`src/shared/pcs_pkg.sv`:
```
// program counter and return stack: shared constants and carriers
package pcs_pkg;

  // core register offsets, mirrored into every bank (low seven address bits)
  localparam logic [6:0] PCS_OFS_PC_LOW = 7'h02;
  localparam logic [6:0] PCS_OFS_STATUS = 7'h03;
  localparam logic [6:0] PCS_OFS_PC_LATCH = 7'h0a;
  // stack access registers, bank 63 only (full file address)
  localparam logic [12:0] PCS_ADDR_STACK_PTR = 13'h1fed;
  localparam logic [12:0] PCS_ADDR_TOP_LOW = 13'h1fee;
  localparam logic [12:0] PCS_ADDR_TOP_HIGH = 13'h1fef;

  // status register field positions
  localparam int PCS_BIT_TIMEOUT = 4;
  localparam int PCS_BIT_PWRDN = 3;
  localparam int PCS_BIT_Z = 2;
  localparam int PCS_BIT_DIGIT = 1;
  localparam int PCS_BIT_C = 0;

  // values after reset
  localparam logic [14:0] PCS_PC_RST = 15'h0000;
  localparam logic [6:0] PCS_LATCH_RST = 7'h00;
  localparam logic [4:0] PCS_STATUS_RST = 5'h18;
  localparam logic [4:0] PCS_SP_RST = 5'h1f;
  localparam logic [7:0] PCS_RD_RST = 8'h00;

  // stack geometry and pointer landmarks
  localparam int PCS_STACK_DEPTH = 16;
  localparam int PCS_PC_W = 15;
  localparam logic [4:0] PCS_SP_TOP = 5'h0f;
  localparam logic [4:0] PCS_SP_FIRST = 5'h00;
  localparam logic [4:0] PCS_SP_UNF_WRAP = 5'h0e;
  localparam logic [14:0] PCS_PC_ONE = 15'h0001;

  // interrupt vector address, plain default
  localparam logic [14:0] PCS_INT_VECTOR = 15'h0004;

  // program flow step requested by the sequencer
  typedef enum logic [3:0] {
    pcs_op_hold,
    pcs_op_next,
    pcs_op_call,
    pcs_op_call_acc,
    pcs_op_br_acc,
    pcs_op_br_imm,
    pcs_op_return,
    pcs_op_ret_lit,
    pcs_op_ret_int,
    pcs_op_irq
  } pcs_op_t;

  // one executed instruction as seen by program flow
  typedef struct packed {
    pcs_op_t op;
    logic [10:0] operand;
    logic [7:0] accum;
  } pcs_instr_t;

  // file register write of the executing instruction
  typedef struct packed {
    logic en;
    logic [12:0] addr;
    logic [7:0] data;
  } pcs_fwr_t;

  // arithmetic flag results and which of them the instruction updates
  typedef struct packed {
    logic upd_z;
    logic upd_digit;
    logic upd_c;
    logic sub;
    logic zero;
    logic carry;
    logic dcarry;
    logic borrow;
    logic dborrow;
  } pcs_flags_t;

  // power and watchdog events driving the reset status bits
  typedef struct packed {
    logic clrwdt;
    logic sleep;
    logic wdt_timeout;
  } pcs_pwr_t;

endpackage : pcs_pkg
```
`src/hw/pcs_core.sv`:
```
`timescale 1ns/1ps
module pcs_core (
  input wire logic clk_sys_in, // core clock, 100 MHz
  input wire logic sys_rst_in, // device reset, async, high
  input wire logic stack_fault_reset_enable_in, // configuration bit
  input wire pcs_pkg::pcs_instr_t instr_in, // flow step of this cycle
  input wire pcs_pkg::pcs_fwr_t file_wr_in, // file write of this cycle
  input wire pcs_pkg::pcs_flags_t flags_in, // arithmetic flag results
  input wire pcs_pkg::pcs_pwr_t pwr_evt_in, // watchdog and sleep events
  input wire logic ovf_clr_in, // clear overflow flag
  input wire logic unf_clr_in, // clear underflow flag
  input wire logic [12:0] rd_addr_in, // file read address
  output logic [7:0] rd_data_out, // file read data, next cycle
  output logic rd_hit_out, // read address is held here
  output logic [14:0] pc_out, // program counter
  output logic [6:0] pc_high_latch_out, // high latch
  output logic [4:0] status_out, // status bits four to zero
  output logic [4:0] stack_pointer_out, // stack pointer
  output logic [14:0] top_of_stack_out, // entry at pointer
  output logic stack_overflow_flag_out, // sticky overflow
  output logic stack_underflow_flag_out, // sticky underflow
  output logic stack_fault_reset_out // one-cycle fault reset pulse
);

  logic [14:0] pc_reg;
  logic [14:0] pc_next;
  logic [6:0] latch_reg;
  logic [4:0] status_reg;
  logic [4:0] status_next;
  logic [4:0] sp_reg;
  logic [4:0] sp_next;
  logic ovf_reg;
  logic unf_reg;
  logic fault_rst_reg;
  logic fault_cfg_reg;
  logic fault_cfg_done_reg;
  logic [7:0] rd_data_reg;
  logic rd_hit_reg;

  logic [14:0] pc_inc;
  logic [14:0] ret_addr;
  logic [14:0] tos_raw;
  logic [14:0] tos_view;
  logic is_push;
  logic is_pop;
  logic push_ovf;
  logic pop_unf;
  logic fault_now;
  logic [4:0] sp_push;
  logic [4:0] sp_pop;
  logic wr_pc_low;
  logic wr_status;
  logic wr_latch;
  logic wr_sp;
  logic wr_top_low;
  logic wr_top_high;
  logic ram_wr_en;
  logic [3:0] ram_wr_idx;
  logic [14:0] ram_wr_data;
  logic flag_c;
  logic flag_digit;
  logic sp_empty;

  // file write decode; core registers mirror into every bank
  assign wr_pc_low = file_wr_in.en && (file_wr_in.addr[6:0] == pcs_pkg::PCS_OFS_PC_LOW);
  assign wr_status = file_wr_in.en && (file_wr_in.addr[6:0] == pcs_pkg::PCS_OFS_STATUS);
  assign wr_latch = file_wr_in.en && (file_wr_in.addr[6:0] == pcs_pkg::PCS_OFS_PC_LATCH);
  assign wr_sp = file_wr_in.en && (file_wr_in.addr == pcs_pkg::PCS_ADDR_STACK_PTR);
  assign wr_top_low = file_wr_in.en && (file_wr_in.addr == pcs_pkg::PCS_ADDR_TOP_LOW);
  assign wr_top_high = file_wr_in.en && (file_wr_in.addr == pcs_pkg::PCS_ADDR_TOP_HIGH);

  // address of the following instruction
  assign pc_inc = pc_reg + pcs_pkg::PCS_PC_ONE;

  // return address saved by a push
  always_comb
  begin
    ret_addr = pc_inc;
    if (instr_in.op == pcs_pkg::pcs_op_irq)
    begin
      ret_addr = pc_reg;
    end
  end

  // push and pop classification
  // push pop sources
  assign is_push = (instr_in.op == pcs_pkg::pcs_op_call) || (instr_in.op == pcs_pkg::pcs_op_call_acc) ||
                   (instr_in.op == pcs_pkg::pcs_op_irq);
  assign is_pop = (instr_in.op == pcs_pkg::pcs_op_return) || (instr_in.op == pcs_pkg::pcs_op_ret_lit) ||
                  (instr_in.op == pcs_pkg::pcs_op_ret_int);

  // overflow past sixteenth level, underflow past the first
  // fault detection
  assign push_ovf = is_push && (sp_reg == pcs_pkg::PCS_SP_TOP);
  assign pop_unf = is_pop && (sp_reg == pcs_pkg::PCS_SP_RST);
  assign fault_now = fault_cfg_reg && (push_ovf || pop_unf);

  // pointer moves; wrapping keeps the pointer inside the sixteen entries
  // increment then write
  assign sp_push = push_ovf ? pcs_pkg::PCS_SP_FIRST : sp_reg + 5'h01;
  assign sp_pop = pop_unf ? pcs_pkg::PCS_SP_UNF_WRAP : sp_reg - 5'h01;

  // empty stack detection
  assign sp_empty = (sp_reg == pcs_pkg::PCS_SP_RST);

  // capture the fault reset configuration once, at reset release
  // static configuration
  always_ff @(posedge clk_sys_in or posedge sys_rst_in)
  begin
    if (sys_rst_in)
    begin
      fault_cfg_reg <= 1'b0;
      fault_cfg_done_reg <= 1'b0;
    end
    else if (!fault_cfg_done_reg)
    begin
      fault_cfg_reg <= stack_fault_reset_enable_in;
      fault_cfg_done_reg <= 1'b1;
    end
  end

  // program counter next value
  always_comb
  begin
    pc_next = pc_reg;
    unique case (instr_in.op)
      pcs_pkg::pcs_op_hold:
      begin
        pc_next = pc_reg;
      end
      pcs_pkg::pcs_op_next:
      begin
        pc_next = pc_inc;
      end
      pcs_pkg::pcs_op_call:
      begin
        pc_next = {latch_reg[6:3], instr_in.operand};
      end
      pcs_pkg::pcs_op_call_acc:
      begin
        pc_next = {latch_reg, instr_in.accum};
      end
      pcs_pkg::pcs_op_br_acc:
      begin
        pc_next = pc_inc + {7'h00, instr_in.accum};
      end
      pcs_pkg::pcs_op_br_imm:
      begin
        pc_next = pc_inc + {{6{instr_in.operand[8]}}, instr_in.operand[8:0]};
      end
      pcs_pkg::pcs_op_return, pcs_pkg::pcs_op_ret_lit, pcs_pkg::pcs_op_ret_int:
      begin
        pc_next = tos_raw;
      end
      pcs_pkg::pcs_op_irq:
      begin
        pc_next = pcs_pkg::PCS_INT_VECTOR;
      end
      default:
      begin
        pc_next = pc_reg;
      end
    endcase
    // low byte write loads all bits
    if (wr_pc_low)
    begin
      pc_next = {latch_reg, file_wr_in.data};
    end
  end

  // program counter register
  // fifteen bit counter
  always_ff @(posedge clk_sys_in or posedge sys_rst_in)
  begin
    if (sys_rst_in)
    begin
      pc_reg <= pcs_pkg::PCS_PC_RST;
    end
    else if (fault_now)
    begin
      pc_reg <= pcs_pkg::PCS_PC_RST;
    end
    else
    begin
      pc_reg <= pc_next;
    end
  end

  // high latch, written only by file writes and cleared by reset or a fault reset
  // latch untouched by stack except a fault reset
  always_ff @(posedge clk_sys_in or posedge sys_rst_in)
  begin
    if (sys_rst_in)
    begin
      latch_reg <= pcs_pkg::PCS_LATCH_RST;
    end
    else if (fault_now)
    begin
      latch_reg <= pcs_pkg::PCS_LATCH_RST;
    end
    else if (wr_latch)
    begin
      latch_reg <= file_wr_in.data[6:0];
    end
  end

  // carry flags; subtraction reports borrows
  // borrow outputs
  assign flag_c = flags_in.sub ? flags_in.borrow : flags_in.carry;
  assign flag_digit = flags_in.sub ? flags_in.dborrow : flags_in.dcarry;

  // status next value
  always_comb
  begin
    status_next = status_reg;
    if (wr_status)
    begin
      status_next[pcs_pkg::PCS_BIT_Z:0] = file_wr_in.data[pcs_pkg::PCS_BIT_Z:0];
    end
    if (flags_in.upd_z)
    begin
      status_next[pcs_pkg::PCS_BIT_Z] = flags_in.zero;
    end
    if (flags_in.upd_digit)
    begin
      status_next[pcs_pkg::PCS_BIT_DIGIT] = flag_digit;
    end
    if (flags_in.upd_c)
    begin
      status_next[pcs_pkg::PCS_BIT_C] = flag_c;
    end
    // hardware causes for timeout and powerdown
    if (pwr_evt_in.clrwdt)
    begin
      status_next[pcs_pkg::PCS_BIT_TIMEOUT] = 1'b1;
      status_next[pcs_pkg::PCS_BIT_PWRDN] = 1'b1;
    end
    if (pwr_evt_in.sleep)
    begin
      status_next[pcs_pkg::PCS_BIT_TIMEOUT] = 1'b1;
      status_next[pcs_pkg::PCS_BIT_PWRDN] = 1'b0;
    end
    if (pwr_evt_in.wdt_timeout)
    begin
      status_next[pcs_pkg::PCS_BIT_TIMEOUT] = 1'b0;
    end
  end

  // status register
  always_ff @(posedge clk_sys_in or posedge sys_rst_in)
  begin
    if (sys_rst_in)
    begin
      status_reg <= pcs_pkg::PCS_STATUS_RST;
    end
    else
    begin
      status_reg <= status_next;
    end
  end

  // stack pointer next value; stack moves win over a pointer write
  always_comb
  begin
    sp_next = sp_reg;
    if (wr_sp)
    begin
      sp_next = file_wr_in.data[4:0];
    end
    if (is_push)
    begin
      sp_next = sp_push;
    end
    else if (is_pop)
    begin
      sp_next = sp_pop;
    end
  end

  // stack pointer register
  // empty after reset
  always_ff @(posedge clk_sys_in or posedge sys_rst_in)
  begin
    if (sys_rst_in)
    begin
      sp_reg <= pcs_pkg::PCS_SP_RST;
    end
    else if (fault_now)
    begin
      sp_reg <= pcs_pkg::PCS_SP_RST;
    end
    else
    begin
      sp_reg <= sp_next;
    end
  end

  // sticky fault flags; a new fault wins over a clear
  // flags in both modes
  always_ff @(posedge clk_sys_in or posedge sys_rst_in)
  begin
    if (sys_rst_in)
    begin
      ovf_reg <= 1'b0;
      unf_reg <= 1'b0;
    end
    else
    begin
      ovf_reg <= push_ovf || (ovf_reg && !ovf_clr_in);
      unf_reg <= pop_unf || (unf_reg && !unf_clr_in);
    end
  end

  // fault reset pulse toward the device reset logic
  // device reset pulse
  always_ff @(posedge clk_sys_in or posedge sys_rst_in)
  begin
    if (sys_rst_in)
    begin
      fault_rst_reg <= 1'b0;
    end
    else
    begin
      fault_rst_reg <= fault_now;
    end
  end

  // stack write port: pushes, or byte writes through top of stack
  always_comb
  begin
    ram_wr_en = 1'b0;
    ram_wr_idx = sp_reg[3:0];
    ram_wr_data = tos_raw;
    if (is_push && !fault_now)
    begin
      ram_wr_en = 1'b1;
      ram_wr_idx = sp_push[3:0];
      ram_wr_data = ret_addr;
    end
    else if (wr_top_low && !is_pop)
    begin
      ram_wr_en = 1'b1;
      ram_wr_data = {tos_raw[14:8], file_wr_in.data};
    end
    else if (wr_top_high && !is_pop)
    begin
      ram_wr_en = 1'b1;
      ram_wr_data = {file_wr_in.data[6:0], tos_raw[7:0]};
    end
  end

  pcs_stack_ram u_stack_ram (
    .clk_sys_in(clk_sys_in),
    .wr_en_in(ram_wr_en),
    .wr_idx_in(ram_wr_idx),
    .wr_data_in(ram_wr_data),
    .rd_idx_in(sp_reg[3:0]),
    .rd_data_out(tos_raw)
  );

  // top of stack view; empty stack reads zero in fault mode
  // zero top when empty
  assign tos_view = (sp_empty && fault_cfg_reg) ? pcs_pkg::PCS_PC_RST : tos_raw;

  // registered file read port
  // unheld locations read zero
  always_ff @(posedge clk_sys_in or posedge sys_rst_in)
  begin
    if (sys_rst_in)
    begin
      rd_data_reg <= pcs_pkg::PCS_RD_RST;
      rd_hit_reg <= 1'b0;
    end
    else
    begin
      rd_hit_reg <= 1'b1;
      if (rd_addr_in[6:0] == pcs_pkg::PCS_OFS_PC_LOW)
      begin
        rd_data_reg <= pc_reg[7:0];
      end
      else if (rd_addr_in[6:0] == pcs_pkg::PCS_OFS_STATUS)
      begin
        rd_data_reg <= {3'h0, status_reg};
      end
      else if (rd_addr_in[6:0] == pcs_pkg::PCS_OFS_PC_LATCH)
      begin
        rd_data_reg <= {1'b0, latch_reg};
      end
      else if (rd_addr_in == pcs_pkg::PCS_ADDR_STACK_PTR)
      begin
        rd_data_reg <= {3'h0, sp_reg};
      end
      else if (rd_addr_in == pcs_pkg::PCS_ADDR_TOP_LOW)
      begin
        rd_data_reg <= tos_view[7:0];
      end
      else if (rd_addr_in == pcs_pkg::PCS_ADDR_TOP_HIGH)
      begin
        rd_data_reg <= {1'b0, tos_view[14:8]};
      end
      else
      begin
        rd_data_reg <= pcs_pkg::PCS_RD_RST;
        rd_hit_reg <= 1'b0;
      end
    end
  end

  // outputs
  assign rd_data_out = rd_data_reg;
  assign rd_hit_out = rd_hit_reg;
  assign pc_out = pc_reg;
  assign pc_high_latch_out = latch_reg;
  assign status_out = status_reg;
  assign stack_pointer_out = sp_reg;
  assign top_of_stack_out = tos_view;
  assign stack_overflow_flag_out = ovf_reg;
  assign stack_underflow_flag_out = unf_reg;
  assign stack_fault_reset_out = fault_rst_reg;

endmodule : pcs_core

```
`src/hw/pcs_stack_ram.sv`:
```
`timescale 1ns/1ps
// return stack storage: one write port, one asynchronous read port
module pcs_stack_ram (
  input wire logic clk_sys_in, // core clock
  input wire logic wr_en_in, // write strobe
  input wire logic [3:0] wr_idx_in, // entry written
  input wire logic [14:0] wr_data_in, // value written
  input wire logic [3:0] rd_idx_in, // entry read
  output logic [14:0] rd_data_out // entry contents
);

  logic [14:0] mem [pcs_pkg::PCS_STACK_DEPTH];

  // entry storage, no reset on the array
  always_ff @(posedge clk_sys_in)
  begin
    if (wr_en_in)
    begin
      mem[wr_idx_in] <= wr_data_in;
    end
  end

  // read path for top of stack and pops
  assign rd_data_out = mem[rd_idx_in];

endmodule : pcs_stack_ram

```
`config.mk`:
```
export PLATFORM = sky130hd
export DESIGN_NAME = pcs_core
export DESIGN_NICKNAME = d
export VERILOG_FILES = /design/src/shared/pcs_pkg.sv /design/src/hw/pcs_core.sv /design/src/hw/pcs_stack_ram.sv
export SDC_FILE = /design/constraint.sdc
export NUM_CORES = 1
export LEC_CHECK = 0
export BUFFER_PORTS_ARGS = -buffer_cell sky130_fd_sc_hd__buf_2
export CAP_MARGIN = 20
export CORE_ASPECT_RATIO = 1.1
export CORE_UTILIZATION = 35
export CTS_CLUSTER_SIZE = 16
export DETAILED_ROUTE_END_ITERATION = 8
export SYNTH_ARGS = -nofsm -noshare
export SYNTH_HDL_FRONTEND = slang
export SYNTH_SLANG_ARGS = --single-unit
```
`constraint.sdc`:
```
create_clock -name clk_sys_in -period 9.3 [get_ports clk_sys_in]
set_input_delay 0.93 -clock clk_sys_in [delete_from_list [all_inputs] [get_ports clk_sys_in]]
set_output_delay 0.93 -clock clk_sys_in [all_outputs]
set_load 0.01 [all_outputs]
```
* Word-level counts from Yosys, hierarchy flattened *
Memory sizes are Yosys's and may differ from the RTL's.
Index checks and enable logic that the tools add are counted.

operators by class
  $add $sub $neg = 5
  equal/unequal tests = 23
  multiplexer cells = 43
  reductions and logical operators = 35

operator list
  kind                                                                count
  15-bit two-way mux                                                  7
  15-bit case mux with 7 select lines                                 1
  13-bit == test, second input constant                               6
  8-bit two-way mux                                                   5
  5-bit two-way mux                                                   6
  7-bit by 2-bit == test with 1-bit output, second input constant     4
  7-bit two-way mux                                                   3
  1-bit two-way mux                                                   17
  4-bit by 3-bit == test with 1-bit output, second input constant     4
  15-bit by 1-bit adder with 15-bit output, second input constant     1
  15-bit adder                                                        1
  15-bit by 8-bit adder with 15-bit output                            1
  1-bit logical AND                                                   15
  7-bit by 4-bit == test with 1-bit output, second input constant     2
  2-bit nonzero test                                                  5
  9-bit nonzero test                                                  1
  4-bit by 2-bit == test with 1-bit output, second input constant     2
  4-bit == test, second input constant                                2
  1-bit logical OR                                                    7
  5-bit by 1-bit adder with 5-bit output, second input constant       1
  5-bit by 4-bit == test with 1-bit output, second input constant     1
  5-bit == test, second input constant                                1
  5-bit by 1-bit subtractor with 5-bit output, second input constant  1
  4-bit by 1-bit == test with 1-bit output, second input constant     1
  other kinds (7)                                                     11

storage, ports and cells
  flip-flop bits (word level) = 46
  RAM bits = 240
  input port bits = 75
  memories kept = 1

memories
  name             depth  bits a word  rd ports  clocked after Yosys merged registers in  write ports  RTL line             text
  u_stack_ram.mem  16     15           1         0                                        1            pcs_stack_ram.sv:12  logic [14:0] mem [pcs_pkg::PCS_STACK_DEPTH];

* Logic depth before layout (Yosys ltp) *
Gate-level depths: netlist of run 1.

  depth in word-level cells = 11
  gate-level depth with buffers = 12
  mapped depth without buffers = 11

* Hierarchy *
From an unflattened synthesis of run 1, not the netlist that was laid out.

second synthesis, totals
  cell total of the unflattened synthesis = 1006
  area total of the unflattened synthesis = 14077.3 µm²

modules (own cells, without submodules)
  module         instances  cells an instance  area each (µm²)  sequential area each (µm²)
  pcs_stack_ram  1          391                9146.3           7206.9
  pcs_core       1          615                4931.0           1159.9

* Worst setup path before layout of run 1 *
No wires, ideal clock.

  path type = input -> register
  start point = input instr_in[19] (netlist name)
  end point = register pc_reg[12] (netlist: pc_out[12])
  arrival = 4001 ps
  required time = 9171 ps
  setup slack = 5170 ps
  stages on the path = 12
  path buffers = 2
  cell sequence = clkbuf_1 and3b_1 clkbuf_1 mux2_2 ha_1 fa_1 a211o_1 o211ai_1 a211oi_1 or4_1 a31oi_1 o31ai_1

on the way
  cells in the longest elaborated chain, start to end = 7
  elaborated cells on any way between the ends = 22
  classes of those cells = 9 x eq/ne; 3 x mux; 10 x reduce/logical

ends and longest elaborated chain
  element                                                                                      RTL line         text
  start, declared                                                                              pcs_core.sv:6    input wire pcs_pkg::pcs_instr_t instr_in,
  parallel branches: the longest is 7 deep, another holds 15-bit case mux with 7 select lines  --
  end signal, assigned                                                                         pcs_core.sv:177  pc_reg <= pcs_pkg::PCS_PC_RST;
  end signal, assigned                                                                         pcs_core.sv:181  pc_reg <= pcs_pkg::PCS_PC_RST;
  end signal, assigned                                                                         pcs_core.sv:185  pc_reg <= pc_next;
  end, declared                                                                                pcs_core.sv:25   logic [14:0] pc_reg;

Several ways; the timed one is not identified.
A chain may end at the register's enable or synchronous reset.

* Worst setup path in the final report of run 1 *
  start point = register sp_reg[0] (netlist: stack_pointer_out[0])
  end point = output top_of_stack_out[9]

on the way
  cells in the longest elaborated chain, start to end = 3
  elaborated cells on any way between the ends = 4
  classes of those cells = 1 x eq/ne; 1 x mux; 1 x reduce/logical; 1 x memory

ends and longest elaborated chain
  element                                                                     RTL line         text
  start, declared                                                             pcs_core.sv:30   logic [4:0] sp_reg;
  start signal, assigned                                                      pcs_core.sv:286  sp_reg <= pcs_pkg::PCS_SP_RST;
  start signal, assigned                                                      pcs_core.sv:290  sp_reg <= pcs_pkg::PCS_SP_RST;
  start signal, assigned                                                      pcs_core.sv:294  sp_reg <= sp_next;
  parallel branches: the longest is 2 deep, another holds memory 16 x 15 bit  --
  15-bit two-way mux (*)                                                      pcs_core.sv:363  assign tos_view = (sp_empty && fault_cfg_reg) ? pcs_pkg::PCS_PC_RST : tos_raw;
  end, declared                                                               pcs_core.sv:19   output logic [14:0] top_of_stack_out,

Every way passes the cells marked *.

==> results.sh, run 1 <==
export IMPL_drt_drc_violations_left=0
export IMPL_status="finished clean"
export IMPL_worstReg2RegStart="stack_pointer_out[1]"
export IMPL_yosys_warnings=0
export IMPL_timing_rr_end="u_stack_ram.mem[14][9]"
export IMPL_syn_nets=1145
export IMPL_cp_top_family="multiplexers"
export IMPL_worstMarginPinSlew_ns=1.20
export IMPL_syn_avg_cell_area_sq_um=13.6
export IMPL_root_buffer="clkbuf_16"
export IMPL_hold_viol_final=0
export IMPL_dp_hpwl_um=30300
export IMPL_numCtsBuffers=30
export IMPL_firstDrtPassIters=6
export IMPL_synth_area_sq_um=14300
export IMPL_rsz0062_at_grt="false"
export IMPL_p_leak_nw=6.05
export IMPL_worst_r2r_path_depth=10
export IMPL_grt_pass1_vias=10200
export IMPL_start_util=0.355
export IMPL_period_minus_slack_ns=4.80
export IMPL_synthArstFlopShare=0.161
export IMPL_path_cells="buf_4 > mux4_2 > mux2_2 > mux2i_1 > nor2_1 > buf_2"
export IMPL_cp_max_fo=42
export IMPL_synthMuxAreaShare=0.148
export IMPL_synth_compound_area_share=0.103
export IMPL_max_slew_margin=0.197
export IMPL_synthDistinctLibCells=80
export IMPL_synth_xor_area_frac=0.0251
export IMPL_synth_top_family_by_area="multiplexers"
export IMPL_startpoint_type="flip-flop"
export IMPL_cp_end_kind="primary output"
export IMPL_multiInputGateArea_sq_um=5570
export IMPL_fill_cells=3715
export IMPL_fp_coreArea_sq_um=40300
export IMPL_cts_resized=0
export IMPL_gp_congestion=0.968
export IMPL_clock_sinks=286
export IMPL_cp_slowest_cell="dfstp_4"
export IMPL_area_growth_pct=16.6
export IMPL_cts_path_max_buffers=3
export IMPL_regArea_sq_um=8370
export IMPL_synth_edff_count=240
export IMPL_cp_required_ns=8.37
export IMPL_num_vias=10100
export IMPL_grt_total_usage=0.211
export IMPL_drive_above_1_share=0.273
export IMPL_synth_flop_cell="edfxtp_1"
export IMPL_drv_cap=0
export IMPL_synth_area_leader_cell="edfxtp_1"
export IMPL_io_pins=134
export IMPL_wirelength_um=43900
export IMPL_htree_num_levels=1
export IMPL_peakVddDrop_mv=0.134
export IMPL_finalCritPeriodShare=0.516
export IMPL_cts_setup_buffers=0
export IMPL_synth_cells_most_frequent="240 x edfxtp_1, 94 x nor2_1, 62 x mux4_2, 62 x nand2_1, 46 x a21oi_1"
export IMPL_critPathBufInv=2
export IMPL_diodes=0
export IMPL_netlist_instances=1051
export IMPL_std_cell_rows=77
export IMPL_clkLatencyLatePin_ns=0.56
export IMPL_skew_ns=0.0138
export IMPL_synthAdderAreaFrac=0.0172
export IMPL_largest_reg_flops=240
export IMPL_drv_slew=0
export IMPL_yosysMostFrequentCell="edfxtp_1"
export IMPL_hold_slack_ns=0.256
export IMPL_synth_simple_gate_area_frac=0.0955
export IMPL_wl_per_cell_um=25.3
export IMPL_cts_hold_buf=0
export IMPL_dr_first_iter_drc_count=894
export IMPL_dieArea_sq_um=41600
export IMPL_critPathKind="reg -> out"
export IMPL_final_setup_viol_count=0
export IMPL_die_width_um=195
export IMPL_cp_arrival_ns=3.87
export IMPL_grt_pass1_wl_um=65900
export IMPL_hold_class="in -> async"
export IMPL_ys_ff_latch=286
export IMPL_synth_top_area_frac=0.504
export IMPL_cp_slowest_stage_delay_ns=0.92
export IMPL_cts_tree="yes"
export IMPL_ys_seq_area_frac=0.585
export IMPL_die_h_um=214
export IMPL_p_per_area_nw_per_um2=238
export IMPL_largest_register="u_stack_ram.mem"
export IMPL_final_antenna_net_count=0
export IMPL_viasPerCell=5.80
export IMPL_fmax_mhz=208
export IMPL_ff2ff_setup_slack_ns=4.76
export IMPL_fin_nets=1292
export IMPL_grt_overflow=0
export IMPL_antenna_found_initial=0
export IMPL_grt_max_degree=73
export IMPL_synthTopCellsByArea="edfxtp_1 50%, mux4_2 9.8%, dfrtp_1 6.8%"
export IMPL_clkTransAtPathRegs_ns=0.07
export IMPL_portBuffers=133
export IMPL_fin_setup_tns_ns=0
cell usage in the layout, fill, tap and decap left out, types with 9 or more instances in the layout:
| cell type | Yosys | final |
|---|---|---|
| clkbuf_16 | 0 | 31 |
| a211oi_1 | 18 | 18 |
| nor2_1 | 94 | 93 |
| mux2_2 | 26 | 26 |
| xor2_1 | 15 | 15 |
| mux4_2 | 62 | 62 |
| nor3_1 | 15 | 15 |
| o21ai_0 | 39 | 38 |
| a31oi_1 | 10 | 10 |
| buf_2 | 10 | 133 |
| mux2i_1 | 43 | 43 |
| nand2_1 | 62 | 62 |
| inv_1 | 19 | 18 |
| buf_4 | 3 | 45 |
| a22o_1 | 10 | 10 |
| nand4_1 | 14 | 14 |
| dfrtp_1 | 39 | 39 |
| a21oi_1 | 46 | 46 |
| ha_1 | 18 | 18 |
| nand3_1 | 20 | 20 |
| nand2b_1 | 9 | 9 |
| edfxtp_1 | 240 | 240 |
| xnor2_1 | 26 | 26 |
layer usage:
| layer | GRT usage | routed length (um) |
|---|---|---|
| met5 | 0 | 0 |
| met4 | 0.105 | 2250 |
| met3 | 0.0312 | 3290 |
| met2 | 0.359 | 21500 |
| met1 | 0.262 | 16900 |
where the power goes:
group / internal (mW) / leakage, nW / switching, mW
Clock: 0.666 / 0.465 / 0.497
Sequential: 1.58 / 2.75 / 0.113
Combinational: 0.424 / 2.84 / 0.685
Total: 2.67 / 6.05 / 1.29
worst max path at each step:
stage                         startpoint                  end  slack [ns]  cells past startpoint
finish              stack_pointer_out[0]  top_of_stack_out[9]        4.50                      6
floorplan                   instr_in[19]           pc_out[12]        5.17                     12
detailed placement          instr_in[21]           pc_out[12]        4.71                     12
global route        stack_pointer_out[0]  top_of_stack_out[6]        4.24                      6
global placement            instr_in[21]           pc_out[12]        4.78                     12
CTS                 stack_pointer_out[0]  top_of_stack_out[3]        4.42                      7
per-stage QoR:
step / power, mW / instances / utilization / instance area [sq um] / setup slack [ns]
after floorplan: 2.35 / 1051 / - / 14300 / 5.17
after global placement: 2.79 / 1671 / 0.388 / 15600 / 4.78
after detailed placement: 2.80 / 1673 / 0.388 / 15600 / 4.71
after CTS: 3.96 / 1728 / 0.412 / 16600 / 4.42
after global routing: 4.12 / 1734 / 0.414 / 16700 / 4.24
final: 3.96 / 1734 / 0.414 / 16700 / 4.50
cell type report:
type,count,area share
Tap cell,513,0.0385
Clock inverter,19,0.00946
Timing Repair Buffer,181,0.0628
Multi-Input combinational cell,679,0.335
Sequential cell,286,0.502
Inverter,20,0.00451
Clock buffer,36,0.0477
logic make-up after synthesis:
kind of cell,after synthesis
flops,286
simple gates,276
compound gates,211
mux,131
buf+inv,86
xor+xnor,41
fa+ha+maj,19
other cells,1
No activity file was read; power rests on OpenSTA's default activity.
==> inputs of run 2 (changes only) <==
==> constraint.sdc (replaced) <==
create_clock -name clk_sys_in -period 4.9 [get_ports clk_sys_in]
set_input_delay 0.49 -clock clk_sys_in [delete_from_list [all_inputs] [get_ports clk_sys_in]]
set_output_delay 0.49 -clock clk_sys_in [all_outputs]
set_load 0.01 [all_outputs]
==> run 2 against run 1 <==
Utilization unchanged. Hold slack got worse by 0.21 ns. Global-route usage fell by 0.10 points. Routed wire length shrank 0.41%. Critical path depth shrank 1. Worst setup slack got worse by 3.8 ns. Critical path type unchanged. Largest cell class unchanged.
==> results.sh, run 2 (synthesized netlist as in run 1, its figures left out) <==
export IMPL_path_depth=5
export IMPL_largest_reg_flops=240
export IMPL_numCtsBuffers=29
export IMPL_peakVddDrop_mv=0.238
export IMPL_cp_required_ns=4.41
export IMPL_cp_slowest_stage_delay_ns=0.83
export IMPL_multiInputGateArea_sq_um=5580
export IMPL_p_per_area_nw_per_um2=449
export IMPL_dieArea_sq_um=41600
export IMPL_cp_arrival_ns=3.68
export IMPL_met1_usage=0.258
export IMPL_regArea_sq_um=8370
export IMPL_skew_ns=0.0162
export IMPL_drt_drc_violations_left=0
export IMPL_hold_slack_ns=0.0479
export IMPL_std_cell_rows=77
export IMPL_wirelength_um=43700
export IMPL_max_slew_margin=0.322
export IMPL_viasPerCell=5.80
export IMPL_crit_top_cell="mux4_2"
export IMPL_gp_congestion=1.01
export IMPL_cp_max_fo=35
export IMPL_grt_total_usage=0.210
export IMPL_io_pins=134
export IMPL_worst_r2r_path_depth=11
export IMPL_hold_class="in -> reg"
export IMPL_clkTransAtPathRegs_ns=0.06
export IMPL_rsz0062_at_grt="false"
export IMPL_fill_cells=3724
export IMPL_cts_setup_buffers=0
export IMPL_hold_start="pwr_evt_in[0]"
export IMPL_design_area_sq_um=16700
export IMPL_worstReg2RegStart="pc_out[0]"
export IMPL_critPathBufInv=2
export IMPL_worstMarginPinSlew_ns=1.02
export IMPL_ff2ff_setup_slack_ns=1.02
export IMPL_layoutNonFillerInstCount=1734
export IMPL_drv_cap=0
export IMPL_drv_slew=0
export IMPL_finalCritPeriodShare=0.852
export IMPL_p_leak_nw=6.05
export IMPL_fin_nets=1294
export IMPL_cts_path_max_buffers=3
export IMPL_grt_max_degree=72
export IMPL_startpoint_type="flip-flop"
export IMPL_portBuffers=133
export IMPL_cp_end_kind="primary output"
export IMPL_timing_rr_end="pc_out[11]"
export IMPL_critPathKind="reg -> out"
export IMPL_gr_usage_met2=0.361
export IMPL_area_growth_pct=16.6
export IMPL_cts_tree="yes"
export IMPL_antenna_found_initial=0
export IMPL_dp_hpwl_um=30100
export IMPL_grt_overflow=0
export IMPL_largest_register="u_stack_ram.mem"
export IMPL_place_area_sq_um=15700
export IMPL_dp_cells=1678
export IMPL_start_util=0.355
export IMPL_status="finished clean"
export IMPL_endpoint="top_of_stack_out[4]"
export IMPL_num_vias=10100
export IMPL_final_common_cell="edfxtp_1"
export IMPL_fin_setup_tns_ns=0
export IMPL_cp_slowest_cell="dfstp_4"
export IMPL_grt_pass1_wl_um=65400
export IMPL_htree_num_levels=1
export IMPL_grt_busiest_layer="met2"
export IMPL_path_cells="buf_4 > mux4_2 > mux4_2 > and2_1 > buf_2"
export IMPL_crit_path_start="stack_pointer_out[0]"
export IMPL_fmax_mhz=240
export IMPL_grt_pass1_vias=10000
export IMPL_firstDrtPassIters=7
export IMPL_cp_top_family="multiplexers"
export IMPL_diodes=0
export IMPL_wl_per_cell_um=25.2
export IMPL_fp_coreArea_sq_um=40300
export IMPL_dr_first_iter_drc_count=887
export IMPL_period_minus_slack_ns=4.17
export IMPL_root_buffer="clkbuf_16"
export IMPL_cts_resized=0
export IMPL_clock_sinks=286
export IMPL_clkLatencyLatePin_ns=0.56
export IMPL_met3_usage=0.0282
export IMPL_final_antenna_net_count=0
export IMPL_hold_viol_final=0
export IMPL_final_cell_mix="240 x edfxtp_1, 133 x buf_2, 93 x nor2_1, 62 x nand2_1, 62 x mux4_2"
export IMPL_die_width_um=195
export IMPL_drive_above_1_share=0.274
export IMPL_die_h_um=214
export IMPL_final_setup_viol_count=0
export IMPL_cts_hold_buf=0
-- run 2: power by group --
part | internal, mW | switching, mW | total (mW)
registers | 2.99 | 0.188 | 3.18
logic | 0.804 | 1.33 | 2.13
clock network | 1.24 | 0.932 | 2.17
-- run 2: worst min-delay path by stage --
stage	endpoint	slack, ns	depth (start not counted)
4_1_cts	status_out[4]	0.02	2
5_1_grt	status_out[4]	0.04	2
2_1_floorplan	fault_cfg_reg	0.48	1
6_report	status_out[4]	0.05	2
3_5_place_dp	fault_cfg_reg	0.50	1
3_3_place_gp	fault_cfg_reg	0.48	1
-- run 2: per-stage QoR --
| step | worst slack [ns] | power, mW | utilization |
|---|---|---|---|
| CTS | 0.662 | 7.49 | 0.413 |
| detailed placement | 0.696 | 5.33 | 0.390 |
| global route | 0.515 | 7.78 | 0.414 |
| global placement | 0.842 | 5.31 | 0.390 |
| finish | 0.727 | 7.49 | 0.414 |
| floorplan | 1.21 | 4.45 | - |
-- run 2: per-layer routing --
| layer | vias to the layer above | part of all wire |
|---|---|---|
| li1 | 4441 | - |
| met1 | 5103 | 0.39 |
| met2 | 399 | 0.50 |
| met3 | 119 | 0.055 |
| met4 | 0 | 0.055 |
| met5 | - | 0 |
-- run 2: worst register-to-register path: cells and delay by family (launching register included) --
kind	cells	cell delay, ns
AO/OA/AOI/OAI	4	1.30
AND/OR/NAND/NOR	4	0.68
flip-flops	1	0.66
adder cells (fa/ha/maj)	2	0.65
XOR/XNOR	1	0.54
-- run 2: area by class of cell --
type                    instances  area share
inverters                      20     0.00451
repair buffers                184      0.0646
flip-flops and latches        286       0.502
well taps                     513      0.0385
clock inverters                19      0.0106
clock buffers                  33      0.0445
multi-input cells             679       0.335
==> inputs of run 3 (changes only) <==
==> constraint.sdc (replaced) <==
create_clock -name clk_sys_in -period 4.9 [get_ports clk_sys_in]
set_input_delay 0.49 -clock clk_sys_in [delete_from_list [all_inputs] [get_ports clk_sys_in]]
set_output_delay 0.49 -clock clk_sys_in [all_outputs]
set_load 0.1 [all_outputs]
==> run 3 against run 2 <==
Critical path depth is 1 higher. Non-clock buffer count is 5 higher. Count of clock-buffer cells in the layout is 3 higher. Register-to-register slack better by 0.12 ns. Clock power is 5% lower. Die area stayed put. Combinational power is 34% higher. First-iteration DRC count is 5.3% lower. Clock skew is 0.0065 ns higher. Sequential power hardly changed. Hold slack hardly changed. Critical endpoint is now top_of_stack_out[6]. Highest routed layer unchanged.
==> results.sh, run 3 (synthesized netlist as in run 1, its figures left out) <==
export IMPL_htree_num_levels=1
export IMPL_drv_slew=0
export IMPL_internal_power_mw=4.94
export IMPL_grt_pass1_wl_um=64400
export IMPL_largest_reg_flops=240
export IMPL_critPathBufInv=2
export IMPL_fmax_mhz=248
export IMPL_diodes=0
export IMPL_clock_sinks=286
export IMPL_startpoint_type="flip-flop"
export IMPL_final_antenna_net_count=0
export IMPL_clkLatencyLatePin_ns=0.56
export IMPL_finalCritPeriodShare=0.822
export IMPL_root_buffer="clkbuf_16"
export IMPL_cts_tree="yes"
export IMPL_die_h_um=214
export IMPL_period_minus_slack_ns=4.03
export IMPL_hold_class="in -> reg"
export IMPL_design_area_sq_um=16700
export IMPL_peakVddDrop_mv=0.255
export IMPL_wl_per_cell_um=25.2
export IMPL_p_leak_nw=6.04
export IMPL_num_vias=9926
export IMPL_numCtsBuffers=29
export IMPL_wirelength_um=43800
export IMPL_grt_overflow=0
export IMPL_std_cell_rows=77
export IMPL_area_growth_pct=16.6
export IMPL_cp_required_ns=4.41
export IMPL_dieArea_sq_um=41600
export IMPL_status="finished clean"
export IMPL_final_setup_viol_count=0
export IMPL_p_comb_frac=0.352
export IMPL_start_util=0.355
export IMPL_hold_start="pwr_evt_in[0]"
export IMPL_fin_util=0.414
export IMPL_swShare=0.392
export IMPL_drt_drc_violations_left=0
export IMPL_layoutNonFillerInstCount=1739
export IMPL_crit_path_start="stack_pointer_out[0]"
export IMPL_fin_setup_tns_ns=0
export IMPL_cp_top_family="multiplexers"
export IMPL_final_cell_mix="240 x edfxtp_1, 133 x buf_2, 93 x nor2_1, 62 x nand2_1, 62 x mux4_2"
export IMPL_critPathKind="reg -> out"
export IMPL_viasPerCell=5.71
export IMPL_drive_above_1_share=0.274
export IMPL_pwr_share_clk=0.254
export IMPL_dp_hpwl_um=30600
export IMPL_firstDrtPassIters=5
export IMPL_fin_nets=1299
export IMPL_cts_path_max_buffers=3
export IMPL_max_slew_margin=0.301
export IMPL_die_width_um=195
export IMPL_dr_first_iter_drc_count=840
export IMPL_cp_slowest_stage_delay_ns=0.90
export IMPL_grt_pass1_vias=10000
export IMPL_cp_arrival_ns=3.54
export IMPL_cts_resized=0
export IMPL_dp_cells=1680
export IMPL_cp_end_kind="primary output"
export IMPL_skew_ns=0.0227
export IMPL_fp_coreArea_sq_um=40300
export IMPL_hold_viol_final=0
export IMPL_grt_max_degree=47
export IMPL_gp_congestion=0.981
export IMPL_switchingPower_mw=3.19
export IMPL_antenna_found_initial=0
export IMPL_worstReg2RegStart="pc_out[0]"
export IMPL_pwr_share_seq=0.394
export IMPL_cp_max_fo=27
export IMPL_io_pins=134
export IMPL_largest_register="u_stack_ram.mem"
export IMPL_clkTransAtPathRegs_ns=0.06
export IMPL_grt_total_usage=0.208
export IMPL_final_common_cell="edfxtp_1"
export IMPL_path_cells="buf_12 > mux4_2 > mux2_2 > mux2i_1 > nor2_1 > buf_2"
export IMPL_p_per_area_nw_per_um2=488
export IMPL_drv_cap=0
export IMPL_worstMarginPinSlew_ns=1.05
export IMPL_rsz0062_at_grt="false"
export IMPL_cp_slowest_cell="dfstp_4"
export IMPL_place_area_sq_um=15700
export IMPL_hold_slack_ns=0.0481
export IMPL_portBuffers=133
run 3: power groups by stage:
stage	clock (mW)	combinational [mW]	sequential (mW)
2_1_floorplan	0	1.71	3.50
3_3_place_gp	0	2.80	3.25
3_5_place_dp	0	2.82	3.25
4_1_cts	2.10	2.83	3.20
5_1_grt	2.19	3.01	3.21
6_report	2.06	2.86	3.20
run 3: repair_timing:
action,CTS,global route
hold endpoints to repair,0,20
hold buffers,0,1
buffers inserted,0,0
run 3: per-stage QoR:
step / worst slack [ns] / total power [mW]
after floorplan: 0.741 / 5.21
after global routing: 0.708 / 8.41
after CTS: 0.809 / 8.13
after global placement: 0.825 / 6.05
after detailed placement: 0.764 / 6.07
final: 0.872 / 8.13
run 3: metal layers:
layer,vias to the layer above,global-route usage,part of all wire
li1,4424,-,-
met1,4989,0.243,0.38
met2,383,0.364,0.50
met3,130,0.0318,0.059
met4,0,0.118,0.063
met5,-,0,0
run 3: final cells by class:
type | count | area [sq um]
repair buffers | 189 | 1130
clock inverters | 16 | 126
clock buffers | 36 | 752
multi-input cells | 679 | 5570
inverters | 20 | 75.1
well taps | 513 | 642
fillers | 3747 | 23600
flip-flops and latches | 286 | 8370
run 3: final timing paths:
check,endpoint,depth (start not counted),slack [ns]
min reg2reg,fault_cfg_reg,1,0.50
min in group asynchronous,pc_high_latch_out[3],3,0.51
min,status_out[4],2,0.05
max,top_of_stack_out[6],6,0.87
max reg2reg,pc_out[11],11,1.14
max in group asynchronous,stack_pointer_out[1],4,3.77
run 3: worst register-to-register path, stage by stage (launching register included):
cell and delay (ns):
dfrtp_1 0.66, ha_1 0.23, nand3_1 0.21, nor2_1 0.21, xor2_1 0.41, ha_1 0.38, a21oi_1 0.27, o211ai_1 0.26
a2111oi_0 0.59, or4_1 0.20, nand3_1 0.08, a22oi_1 0.17
